**src/rtl/timer_xy_pkg.sv**
```systemverilog
package timer_xy_pkg;

	// ****************************************
	// Register map
	// ****************************************
	localparam logic [15:0] ADDR_CONTROL = 16'hFFF0;
	localparam logic [15:0] ADDR_STATUS = 16'hFFF1;
	localparam logic [15:0] ADDR_RISE_OR_YA = 16'hFFF2;
	localparam logic [15:0] ADDR_FALL_OR_YB = 16'hFFF3;
	localparam logic [15:0] ADDR_COUNTER = 16'hFFF4;
	localparam logic [15:0] ADDR_X_CONST_C = 16'hFFF5;
	localparam logic [15:0] ADDR_X_CONST_A = 16'hFFF6;
	localparam logic [15:0] ADDR_X_CONST_B = 16'hFFF7;
	localparam logic [15:0] ADDR_CAPTURE_CONN = 16'hFFE0;
	localparam logic [15:0] ADDR_BANK_SELECT = 16'hFFE1;
	localparam logic [15:0] ADDR_XY_CLOCK = 16'hFFE2;
	localparam logic [15:0] ADDR_IRQ_STATUS = 16'hFFE3;
	localparam logic [15:0] ADDR_IRQ_CLEAR = 16'hFFE4;
	localparam logic [15:0] ADDR_IRQ_ENABLE = 16'hFFE5;

	// ****************************************
	// Field positions
	// ****************************************
	localparam int CAPTURE_ARM_BIT = 4;
	localparam int BANK_SELECT_BIT = 7;
	localparam int X_CLOCK_SELECT_BIT = 5;
	localparam int Y_CLOCK_SELECT_BIT = 4;
	localparam int CLK_SRC_MSB = 2;
	localparam logic [2:0] CLK_SRC_CASCADE = 3'h4;
	localparam int IRQ_RISE_BIT = 0;
	localparam int IRQ_DONE_BIT = 1;

	// ****************************************
	// Reset values
	// ****************************************
	localparam logic [7:0] RST_ZERO = 8'h00;
	localparam logic [7:0] RST_CONSTANT = 8'hFF;
	localparam logic [1:0] RST_IRQ = 2'h0;

	typedef struct packed {
		logic [15:0] addr;
		logic [7:0] wdata;
		logic wr;
		logic rd;
	} reg_req_t;

	typedef struct packed {
		logic x_load;
		logic y_load;
		logic [7:0] data;
	} count_load_t;

	typedef struct packed {
		logic [7:0] x_control;
		logic [7:0] x_status;
		logic [7:0] x_constant_a;
		logic [7:0] x_constant_b;
		logic [7:0] x_constant_c;
		logic [7:0] y_control;
		logic [7:0] y_status;
		logic [7:0] y_constant_a;
		logic [7:0] y_constant_b;
	} chan_regs_t;

endpackage

```
**src/rtl/timer_xy_conn.sv**
```systemverilog
// The address-and-strobe port is this design's own decision.
`timescale 1ns/1ps
module timer_xy_conn (
	input wire logic core_clk,
	input wire logic srst,
	input timer_xy_pkg::reg_req_t bus_req,
	input wire logic capture_input_pin,
	input wire logic [7:0] x_count_value,
	input wire logic [7:0] y_count_value,
	output logic [7:0] rdata_r,
	output timer_xy_pkg::chan_regs_t chan_regs_r,
	output timer_xy_pkg::count_load_t count_load_r,
	output logic bank_select_r,
	output logic x_clock_select_r,
	output logic y_clock_select_r,
	output logic cascade_16bit_r,
	output logic x_counts_y_match_r,
	output logic capture_arm_r,
	output logic irq_r
);
	import timer_xy_pkg::*;

	// ****************************************
	// Storage and decode
	// ****************************************
	logic [7:0] cap_conn_r;
	logic [7:0] bank_ctl_r;
	logic [7:0] xy_clock_r;
	logic [1:0] irq_status_r;
	logic [1:0] irq_enable_r;
	logic read_zero_seen_r;
	logic [7:0] rise_capture_reg;
	logic [7:0] fall_capture_reg;
	logic rise_pulse;
	logic done_pulse;
	logic bank;
	logic wr;
	logic rd;
	logic read_block;
	logic [1:0] irq_nxt;
	logic [7:0] rdata_nxt;

	function automatic logic hit(input logic [15:0] a, input logic [15:0] target);
		return a == target;
	endfunction

	function automatic logic cascade_src(input logic [7:0] control);
		return control[CLK_SRC_MSB:0] == CLK_SRC_CASCADE;
	endfunction

	assign bank = bank_ctl_r[BANK_SELECT_BIT];
	assign wr = bus_req.wr;
	assign rd = bus_req.rd;
	assign read_block = rd && !bank &&
		(hit(bus_req.addr, ADDR_RISE_OR_YA) || hit(bus_req.addr, ADDR_FALL_OR_YB));

	pulse_capture u_capture (
		.core_clk(core_clk),
		.srst(srst),
		.capture_input_pin(capture_input_pin),
		.armed(capture_arm_r),
		.read_block(read_block),
		.x_count_value(x_count_value),
		.rise_capture_reg(rise_capture_reg),
		.fall_capture_reg(fall_capture_reg),
		.rise_pulse(rise_pulse),
		.done_pulse(done_pulse)
	);

	// ****************************************
	// Connection registers
	// ****************************************

	// Reserved bits are plain storage; software is trusted to leave them zero.
	always_ff @(posedge core_clk) begin
		if (srst) begin
			cap_conn_r <= RST_ZERO;
			bank_ctl_r <= RST_ZERO;
			xy_clock_r <= RST_ZERO;
		end else if (wr) begin
			if (hit(bus_req.addr, ADDR_CAPTURE_CONN)) begin
				cap_conn_r <= bus_req.wdata;
			end
			if (hit(bus_req.addr, ADDR_BANK_SELECT)) begin
				bank_ctl_r <= bus_req.wdata;
			end
			if (hit(bus_req.addr, ADDR_XY_CLOCK)) begin
				xy_clock_r <= bus_req.wdata;
			end
		end
	end

	// Arming needs a prior read that saw the arm bit at zero; any write to the capture connection register consumes that permission.
	always_ff @(posedge core_clk) begin
		if (srst) begin
			read_zero_seen_r <= 1'b0;
		end else if (wr && hit(bus_req.addr, ADDR_CAPTURE_CONN)) begin
			read_zero_seen_r <= 1'b0;
		end else if (rd && hit(bus_req.addr, ADDR_CAPTURE_CONN)) begin
			read_zero_seen_r <= !capture_arm_r;
		end
	end

	// Disarm on completion; a write of zero also disarms, a write of one without the read is dropped.
	always_ff @(posedge core_clk) begin
		if (srst) begin
			capture_arm_r <= 1'b0;
		end else if (wr && hit(bus_req.addr, ADDR_CAPTURE_CONN)) begin
			if (bus_req.wdata[CAPTURE_ARM_BIT]) begin
				capture_arm_r <= (read_zero_seen_r | capture_arm_r) & !done_pulse;
			end else begin
				capture_arm_r <= 1'b0;
			end
		end else if (done_pulse) begin
			capture_arm_r <= 1'b0;
		end
	end

	// Bank bit and clock selects leave as flops for the timer channels.
	always_ff @(posedge core_clk) begin
		if (srst) begin
			bank_select_r <= 1'b0;
			x_clock_select_r <= 1'b0;
			y_clock_select_r <= 1'b0;
			cascade_16bit_r <= 1'b0;
			x_counts_y_match_r <= 1'b0;
		end else begin
			bank_select_r <= bank;
			x_clock_select_r <= xy_clock_r[X_CLOCK_SELECT_BIT];
			y_clock_select_r <= xy_clock_r[Y_CLOCK_SELECT_BIT];
			cascade_16bit_r <= xy_clock_r[Y_CLOCK_SELECT_BIT] &
				cascade_src(chan_regs_r.y_control);
			x_counts_y_match_r <= xy_clock_r[X_CLOCK_SELECT_BIT] &
				cascade_src(chan_regs_r.x_control);
		end
	end

	// ****************************************
	// Shared window writes
	// ****************************************

	// Capture registers are read-only; Y has nothing behind the constant C slot.
	always_ff @(posedge core_clk) begin
		if (srst) begin
			chan_regs_r <= '{RST_ZERO, RST_ZERO, RST_CONSTANT, RST_CONSTANT, RST_CONSTANT,
				RST_ZERO, RST_ZERO, RST_CONSTANT, RST_CONSTANT};
		end else if (wr) begin
			case (bus_req.addr)
				ADDR_CONTROL: begin
					if (bank) chan_regs_r.y_control <= bus_req.wdata;
					else chan_regs_r.x_control <= bus_req.wdata;
				end
				ADDR_STATUS: begin
					if (bank) chan_regs_r.y_status <= bus_req.wdata;
					else chan_regs_r.x_status <= bus_req.wdata;
				end
				ADDR_RISE_OR_YA: begin
					if (bank) chan_regs_r.y_constant_a <= bus_req.wdata;
				end
				ADDR_FALL_OR_YB: begin
					if (bank) chan_regs_r.y_constant_b <= bus_req.wdata;
				end
				ADDR_X_CONST_C: begin
					if (!bank) chan_regs_r.x_constant_c <= bus_req.wdata;
				end
				ADDR_X_CONST_A: begin
					chan_regs_r.x_constant_a <= bus_req.wdata;
				end
				ADDR_X_CONST_B: begin
					chan_regs_r.x_constant_b <= bus_req.wdata;
				end
				default: begin
				end
			endcase
		end
	end

	// Counter writes are passed on as a one-cycle load to the channel that owns the count.
	always_ff @(posedge core_clk) begin
		if (srst) begin
			count_load_r <= '{1'b0, 1'b0, RST_ZERO};
		end else begin
			count_load_r.x_load <= wr && hit(bus_req.addr, ADDR_COUNTER) && !bank;
			count_load_r.y_load <= wr && hit(bus_req.addr, ADDR_COUNTER) && bank;
			count_load_r.data <= bus_req.wdata;
		end
	end

	// ****************************************
	// Interrupt status
	// ****************************************

	// A new event in the clear cycle survives because the set term is ORed last.
	always_comb begin
		irq_nxt = irq_status_r;
		if (wr && hit(bus_req.addr, ADDR_IRQ_CLEAR)) begin
			irq_nxt = irq_nxt & ~bus_req.wdata[1:0];
		end
		irq_nxt[IRQ_RISE_BIT] = irq_nxt[IRQ_RISE_BIT] | rise_pulse;
		irq_nxt[IRQ_DONE_BIT] = irq_nxt[IRQ_DONE_BIT] | done_pulse;
	end

	always_ff @(posedge core_clk) begin
		if (srst) begin
			irq_status_r <= RST_IRQ;
			irq_enable_r <= RST_IRQ;
			irq_r <= 1'b0;
		end else begin
			irq_status_r <= irq_nxt;
			if (wr && hit(bus_req.addr, ADDR_IRQ_ENABLE)) begin
				irq_enable_r <= bus_req.wdata[1:0];
			end
			irq_r <= |(irq_nxt & irq_enable_r);
		end
	end

	// ****************************************
	// Read path
	// ****************************************

	// Unmapped addresses and empty Y slots return zero.
	always_comb begin
		rdata_nxt = RST_ZERO;
		case (bus_req.addr)
			ADDR_CONTROL: rdata_nxt = bank ? chan_regs_r.y_control : chan_regs_r.x_control;
			ADDR_STATUS: rdata_nxt = bank ? chan_regs_r.y_status : chan_regs_r.x_status;
			ADDR_RISE_OR_YA: rdata_nxt = bank ? chan_regs_r.y_constant_a : rise_capture_reg;
			ADDR_FALL_OR_YB: rdata_nxt = bank ? chan_regs_r.y_constant_b : fall_capture_reg;
			ADDR_COUNTER: rdata_nxt = bank ? y_count_value : x_count_value;
			ADDR_X_CONST_C: rdata_nxt = bank ? RST_ZERO : chan_regs_r.x_constant_c;
			ADDR_X_CONST_A: rdata_nxt = chan_regs_r.x_constant_a;
			ADDR_X_CONST_B: rdata_nxt = chan_regs_r.x_constant_b;
			ADDR_CAPTURE_CONN: begin
				rdata_nxt = cap_conn_r;
				rdata_nxt[CAPTURE_ARM_BIT] = capture_arm_r;
			end
			ADDR_BANK_SELECT: rdata_nxt = bank_ctl_r;
			ADDR_XY_CLOCK: rdata_nxt = xy_clock_r;
			ADDR_IRQ_STATUS: rdata_nxt = {6'h00, irq_status_r};
			ADDR_IRQ_ENABLE: rdata_nxt = {6'h00, irq_enable_r};
			default: rdata_nxt = RST_ZERO;
		endcase
	end

	// Read data stand only in the cycle after the strobe.
	always_ff @(posedge core_clk) begin
		if (srst) begin
			rdata_r <= RST_ZERO;
		end else begin
			rdata_r <= rd ? rdata_nxt : RST_ZERO;
		end
	end

endmodule // timer_xy_conn

```
**src/rtl/pulse_capture.sv**
```systemverilog
`timescale 1ns/1ps
module pulse_capture (
	input wire logic core_clk,
	input wire logic srst,
	input wire logic capture_input_pin,
	input wire logic armed,
	input wire logic read_block,
	input wire logic [7:0] x_count_value,
	output logic [7:0] rise_capture_reg,
	output logic [7:0] fall_capture_reg,
	output logic rise_pulse,
	output logic done_pulse
);
	import timer_xy_pkg::*;

	typedef enum logic [1:0] {WAIT_RISE, WAIT_FALL, PAIR_DONE} cap_state_t;

	cap_state_t state_r;
	logic sync1_r;
	logic sync2_r;
	logic prev_r;
	logic pend_rise_r;
	logic pend_fall_r;
	logic rise_ev;
	logic fall_ev;
	logic take_rise;
	logic take_fall;

	// Two flops on the pin, then edge compare on the stable copies only.
	always_ff @(posedge core_clk) begin
		if (srst) begin
			sync1_r <= 1'b0;
			sync2_r <= 1'b0;
			prev_r <= 1'b0;
		end else begin
			sync1_r <= capture_input_pin;
			sync2_r <= sync1_r;
			prev_r <= sync2_r;
		end
	end

	assign rise_ev = sync2_r & ~prev_r;
	assign fall_ev = ~sync2_r & prev_r;

	// An edge that meets a capture read is held until a cycle with no capture read, so the read sees a stable byte.
	assign take_rise = armed && state_r == WAIT_RISE && (rise_ev | pend_rise_r) && !read_block;
	assign take_fall = armed && state_r == WAIT_FALL && (fall_ev | pend_fall_r) && !read_block;

	// Pending edges remember only one event; a second edge during a read stall is lost.
	always_ff @(posedge core_clk) begin
		if (srst || !armed) begin
			pend_rise_r <= 1'b0;
			pend_fall_r <= 1'b0;
		end else begin
			pend_rise_r <= state_r == WAIT_RISE && (rise_ev | pend_rise_r) && read_block;
			pend_fall_r <= state_r == WAIT_FALL && (fall_ev | pend_fall_r) && read_block;
		end
	end

	// Sequence: the disarmed state forces the rise wait, so a lone fall does nothing.
	always_ff @(posedge core_clk) begin
		if (srst || !armed) begin
			state_r <= WAIT_RISE;
		end else begin
			case (state_r)
				WAIT_RISE: begin
					if (take_rise) begin
						state_r <= WAIT_FALL;
					end
				end
				WAIT_FALL: begin
					if (take_fall) begin
						state_r <= PAIR_DONE;
					end
				end
				// The arm bit drops one cycle after the fall capture; holding here stops a
				// fresh rise in that gap from overwriting the finished measurement.
				PAIR_DONE: begin
					state_r <= PAIR_DONE;
				end
				default: begin
					state_r <= WAIT_RISE;
				end
			endcase
		end
	end

	// Capture registers load the X count at the taken edge.
	always_ff @(posedge core_clk) begin
		if (srst) begin
			rise_capture_reg <= RST_ZERO;
			fall_capture_reg <= RST_ZERO;
			rise_pulse <= 1'b0;
			done_pulse <= 1'b0;
		end else begin
			if (take_rise) begin
				rise_capture_reg <= x_count_value;
			end
			if (take_fall) begin
				fall_capture_reg <= x_count_value;
			end
			rise_pulse <= take_rise;
			done_pulse <= take_fall;
		end
	end

endmodule // pulse_capture

```
**config.mk**
```make
export PLATFORM = sky130hd
export DESIGN_NAME = timer_xy_conn
export DESIGN_NICKNAME = d
export VERILOG_FILES = /design/src/rtl/timer_xy_pkg.sv /design/src/rtl/timer_xy_conn.sv /design/src/rtl/pulse_capture.sv
export SDC_FILE = /design/constraint.sdc
export NUM_CORES = 1
export LEC_CHECK = 0
export BUFFER_PORTS_ARGS = -buffer_cell sky130_fd_sc_hd__buf_4
export CORE_MARGIN = 2
export CORE_UTILIZATION = 51
export CTS_CLUSTER_DIAMETER = 60
export CTS_CLUSTER_SIZE = 20
export DETAILED_ROUTE_END_ITERATION = 16
export PLACE_DENSITY_LB_ADDON = 0.3
export SLEW_MARGIN = 20
export SYNTH_ARGS = -nofsm -noshare
export SYNTH_HDL_FRONTEND = slang
export SYNTH_HIERARCHICAL = 1
export SYNTH_SLANG_ARGS = --single-unit
```
**constraint.sdc**
```tcl
create_clock -name core_clk -period 2.76 [get_ports core_clk]
set_clock_uncertainty 0.2 [all_clocks]
set_input_delay 0.276 -clock core_clk [delete_from_list [all_inputs] [get_ports core_clk]]
set_output_delay 0.276 -clock core_clk [all_outputs]
set_load 0.05 [all_outputs]
```
==> metrics.md <==
| Metric | Value |
|---|---|
| Tot GR Track Use | `31.7%` |
| Slowest cell on the critical path | `dfxtp_2` |
| Number of flip-flops under the largest register name | `72` |
| Post-Route WL | `22400 um` |
| HP Class | `input pin to flip-flop` |
| Comb pwr share | `5.6%` |
| Buf+Inv Stages, Crit Path | `1` |
| Largest net degree at the start of global routing | `54` |
| Share of power burned in registers | `42.1%` |
| Slew Limit Fails | `0` |
| Pint | `4.06 mW` |
| Layout cells sized above 1 | `27.9%` |
| Max-cap violations | `0` |
| Antenna Nets Post-Route | `0` |
| Post-Syn Area | `6680 um2` |
| Switch share | `21.4%` |
| Worst-path fanout max | `28` |
| Number of synthesized register bits | `150` |
| DP HPWL | `15300 um` |
| Kind of start point of the critical path | `flip-flop` |
| Die area | `14000 um2` |
| CTS clk-pin slew, worst paths | `0.06 ns` |
| Fin cells | `1020` |
| Switch Pwr | `1.11 mW` |
| Largest reg by FF count | `chan_regs_r` |
| DRT iter0 DRCs | `776` |
| DR pass1 iterations | `6` |
| Worst IR drop on VDD | `0.490 mV` |
| Root Buffer | `clkbuf_16` |
| Final TNS setup | `0 ns` |
| Pwr dens | `594 nW/um2` |
| First-pass GRT wire length | `34200 um` |
| Register area share after synthesis | `44.9%` |
| WHS | `0.0278 ns` |
| Fin util | `68.4%` |
| Average cell area after synthesis | `9.60 um2` |
| DR vias | `6281` |
| Die height | `118 um` |
| CP Class | `flip-flop to flip-flop` |
| Top_reg_cell synth | `dfxtp_1` |
| Initial antenna violation count | `0` |
| Routed vias/inst | `6.16` |
| Final worst path period share | `81.8%` |
| Max_slew headroom | `50.6%` |
| Core area | `12700 um2` |
| Worst EP required | `2.85 ns` |
| Critical Path Sink | `rdata_r[0]$_SDFF_PP0_` |
| EDFF count, synth | `0` |
| Cell variety after synth | `59` |
| Worst slew pin tran | `0.738 ns` |
| RSZ-0062 raised after global routing | `no` |
| Critical path depth in cells | `5` |
| Status | `completed` |
| Regs by FF count | `chan_regs_r: 72 flops, count_load_r: 10 flops` |
| Die width | `118 um` |
| Mapped Cells | `696` |
| Placed cell count | `976` |
| Inserted Diodes | `0` |
| Delay-heaviest family, CP | `multiplexers` |
| Worst r2r dst | `rdata_r[0]$_SDFF_PP0_` |
| CP max stage delay | `0.48 ns` |
| Dominant cell type by area after synthesis | `dfxtp_1` |
| CTS max path bufs | `2` |
| CTS Buf Count | `17` |
| Clock period minus worst slack | `2.26 ns` |
| Vias in the first global route | `6050` |
| Worst setup EP type | `flip-flop` |
| Global route overflow | `0` |
| Synth-to-Final Area Change | `30.2%` |
| Crit path DAT | `2.35 ns` |
| TritonCTS Sinks | `150` |
| Worst-path cell chain | `buf_4, mux4_2, mux2_2, a22oi_1, a31oi_1` |
| Fin. Hold Viols | `0` |
| Port Buffers | `141` |
| Fmax | `0.443 GHz` |
| DR DRC count | `0` |
| Synth warn | `6` |
| Post-synth top area share | `44.9%` |
| Gpl congestion | `0.988` |
| Starting density of the core | `52.5%` |
| Clk pwr share | `52.3%` |
| Crit path launch | `bank_ctl_r[7]$_SDFFE_PP0P_` |
| WL per Instance | `21.9 um` |
| Clock Latency Late Sink | `0.43 ns` |
| Dominant cells by area after synthesis | `dfxtp_1, mux2i_1, nor2_1` |
| Site Rows | `41` |
| Most common cell in the netlist | `dfxtp_1` |
| H-tree depth | `4` |
| Most frequent cells after synthesis | `dfxtp_1, nor2_1, mux2i_1, nand2_1, nor2b_1` |
| Leakage | `3.71 nW` |
| RR Startpoint | `bank_ctl_r[7]$_SDFFE_PP0P_` |
| Post-synth net total | `744` |
| R2r setup slk | `0.50 ns` |
| CTS tree | `built` |
| FFs w/ async S/R, synth | `0%` |
| Num ports | `142` |
| Worst R2R Path Depth | `5` |
| Nets | `883` |
| # setup viols final | `0` |
==> layout make-up <==
class	count	area (um2)
Fill cell	977	4020
Multi-Input combinational cell	475	3370
Sequential cell	150	3000
Timing Repair Buffer	176	1360
Clock buffer	19	433
Clock inverter	13	253
Tap cell	172	215
Inverter	15	56.3
==> how the worst min path moves through the flow <==
stage,startpoint,endpoint,slack (ns),depth (start not counted)
floorplan,srst,u_capture/prev_r$_SDFF_PP0_,0.15,1
global placement,u_capture/sync1_r$_SDFF_PP0_,u_capture/sync2_r$_SDFF_PP0_,0.22,1
detailed placement,u_capture/sync1_r$_SDFF_PP0_,u_capture/sync2_r$_SDFF_PP0_,0.23,1
CTS,bus_req[2],chan_regs_r[64]$_SDFFE_PP0P_,0.004,3
global route,bus_req[7],chan_regs_r[45]$_SDFFE_PP1P_,0.02,2
finish,bus_req[7],chan_regs_r[13]$_SDFFE_PP1P_,0.03,2
==> layout by cell type (no fill, tap or decap), types with 8 or more instances in the layout <==
cell,n
nor3_1,9
nor2b_1,38
buf_4,163
nand3_1,27
nand2_1,48
nor2_1,81
a22oi_1,11
mux2_2,18
inv_1,15
clkbuf_16,17
a211o_1,34
mux2i_1,65
a21oi_1,25
dlygate4sd3_1,12
dfxtp_1,149
o21ai_0,9
mux4_2,8
==> metrics by stage <==
| stage | area (um2) | worst slack, ns | power [mW] |
|---|---|---|---|
| after CTS | 8700 | 0.537 | 5.17 |
| after detailed placement | 7890 | 0.289 | 2.49 |
| after global routing | 8700 | 0.447 | 5.27 |
| after global placement | 7890 | 0.357 | 2.49 |
| final | 8700 | 0.502 | 5.17 |
| after floorplan | 6680 | 0.583 | 2.36 |
==> power groups by stage <==
stage                     clock network (mW)  registers, mW  logic, mW
final                                   2.70           2.18      0.289
after global routing                    2.80           2.18      0.300
after CTS                               2.71           2.18      0.282
after detailed placement                   0           2.22      0.266
after global placement                     0           2.22      0.264
after floorplan                            0           2.24      0.118
==> routing by layer <==
| metal | global-route usage [%] | wire length, um |
|---|---|---|
| met5 | 0 | 0 |
| met1 | 41.3 | 9000 |
| met3 | 7.63 | 2080 |
| met4 | 16.9 | 1170 |
| met2 | 48.5 | 10100 |
==> kinds of logic after synthesis <==
kind of cell,synth area share (%)
AND/OR/NAND/NOR,20.4
adder cells (fa/ha/maj),0.562
flip-flops,44.9
AO/OA/AOI/OAI,14.1
multiplexers,15.5
buffers and inverters,4.59
==> timing repair <==
item,4_1_cts,5_1_grt
hold buffers,12,0
setup buffers,0,0
hold endpoints to repair,25,0
resized for setup,0,0
Note: power is estimated with default switching activity, not from simulation.
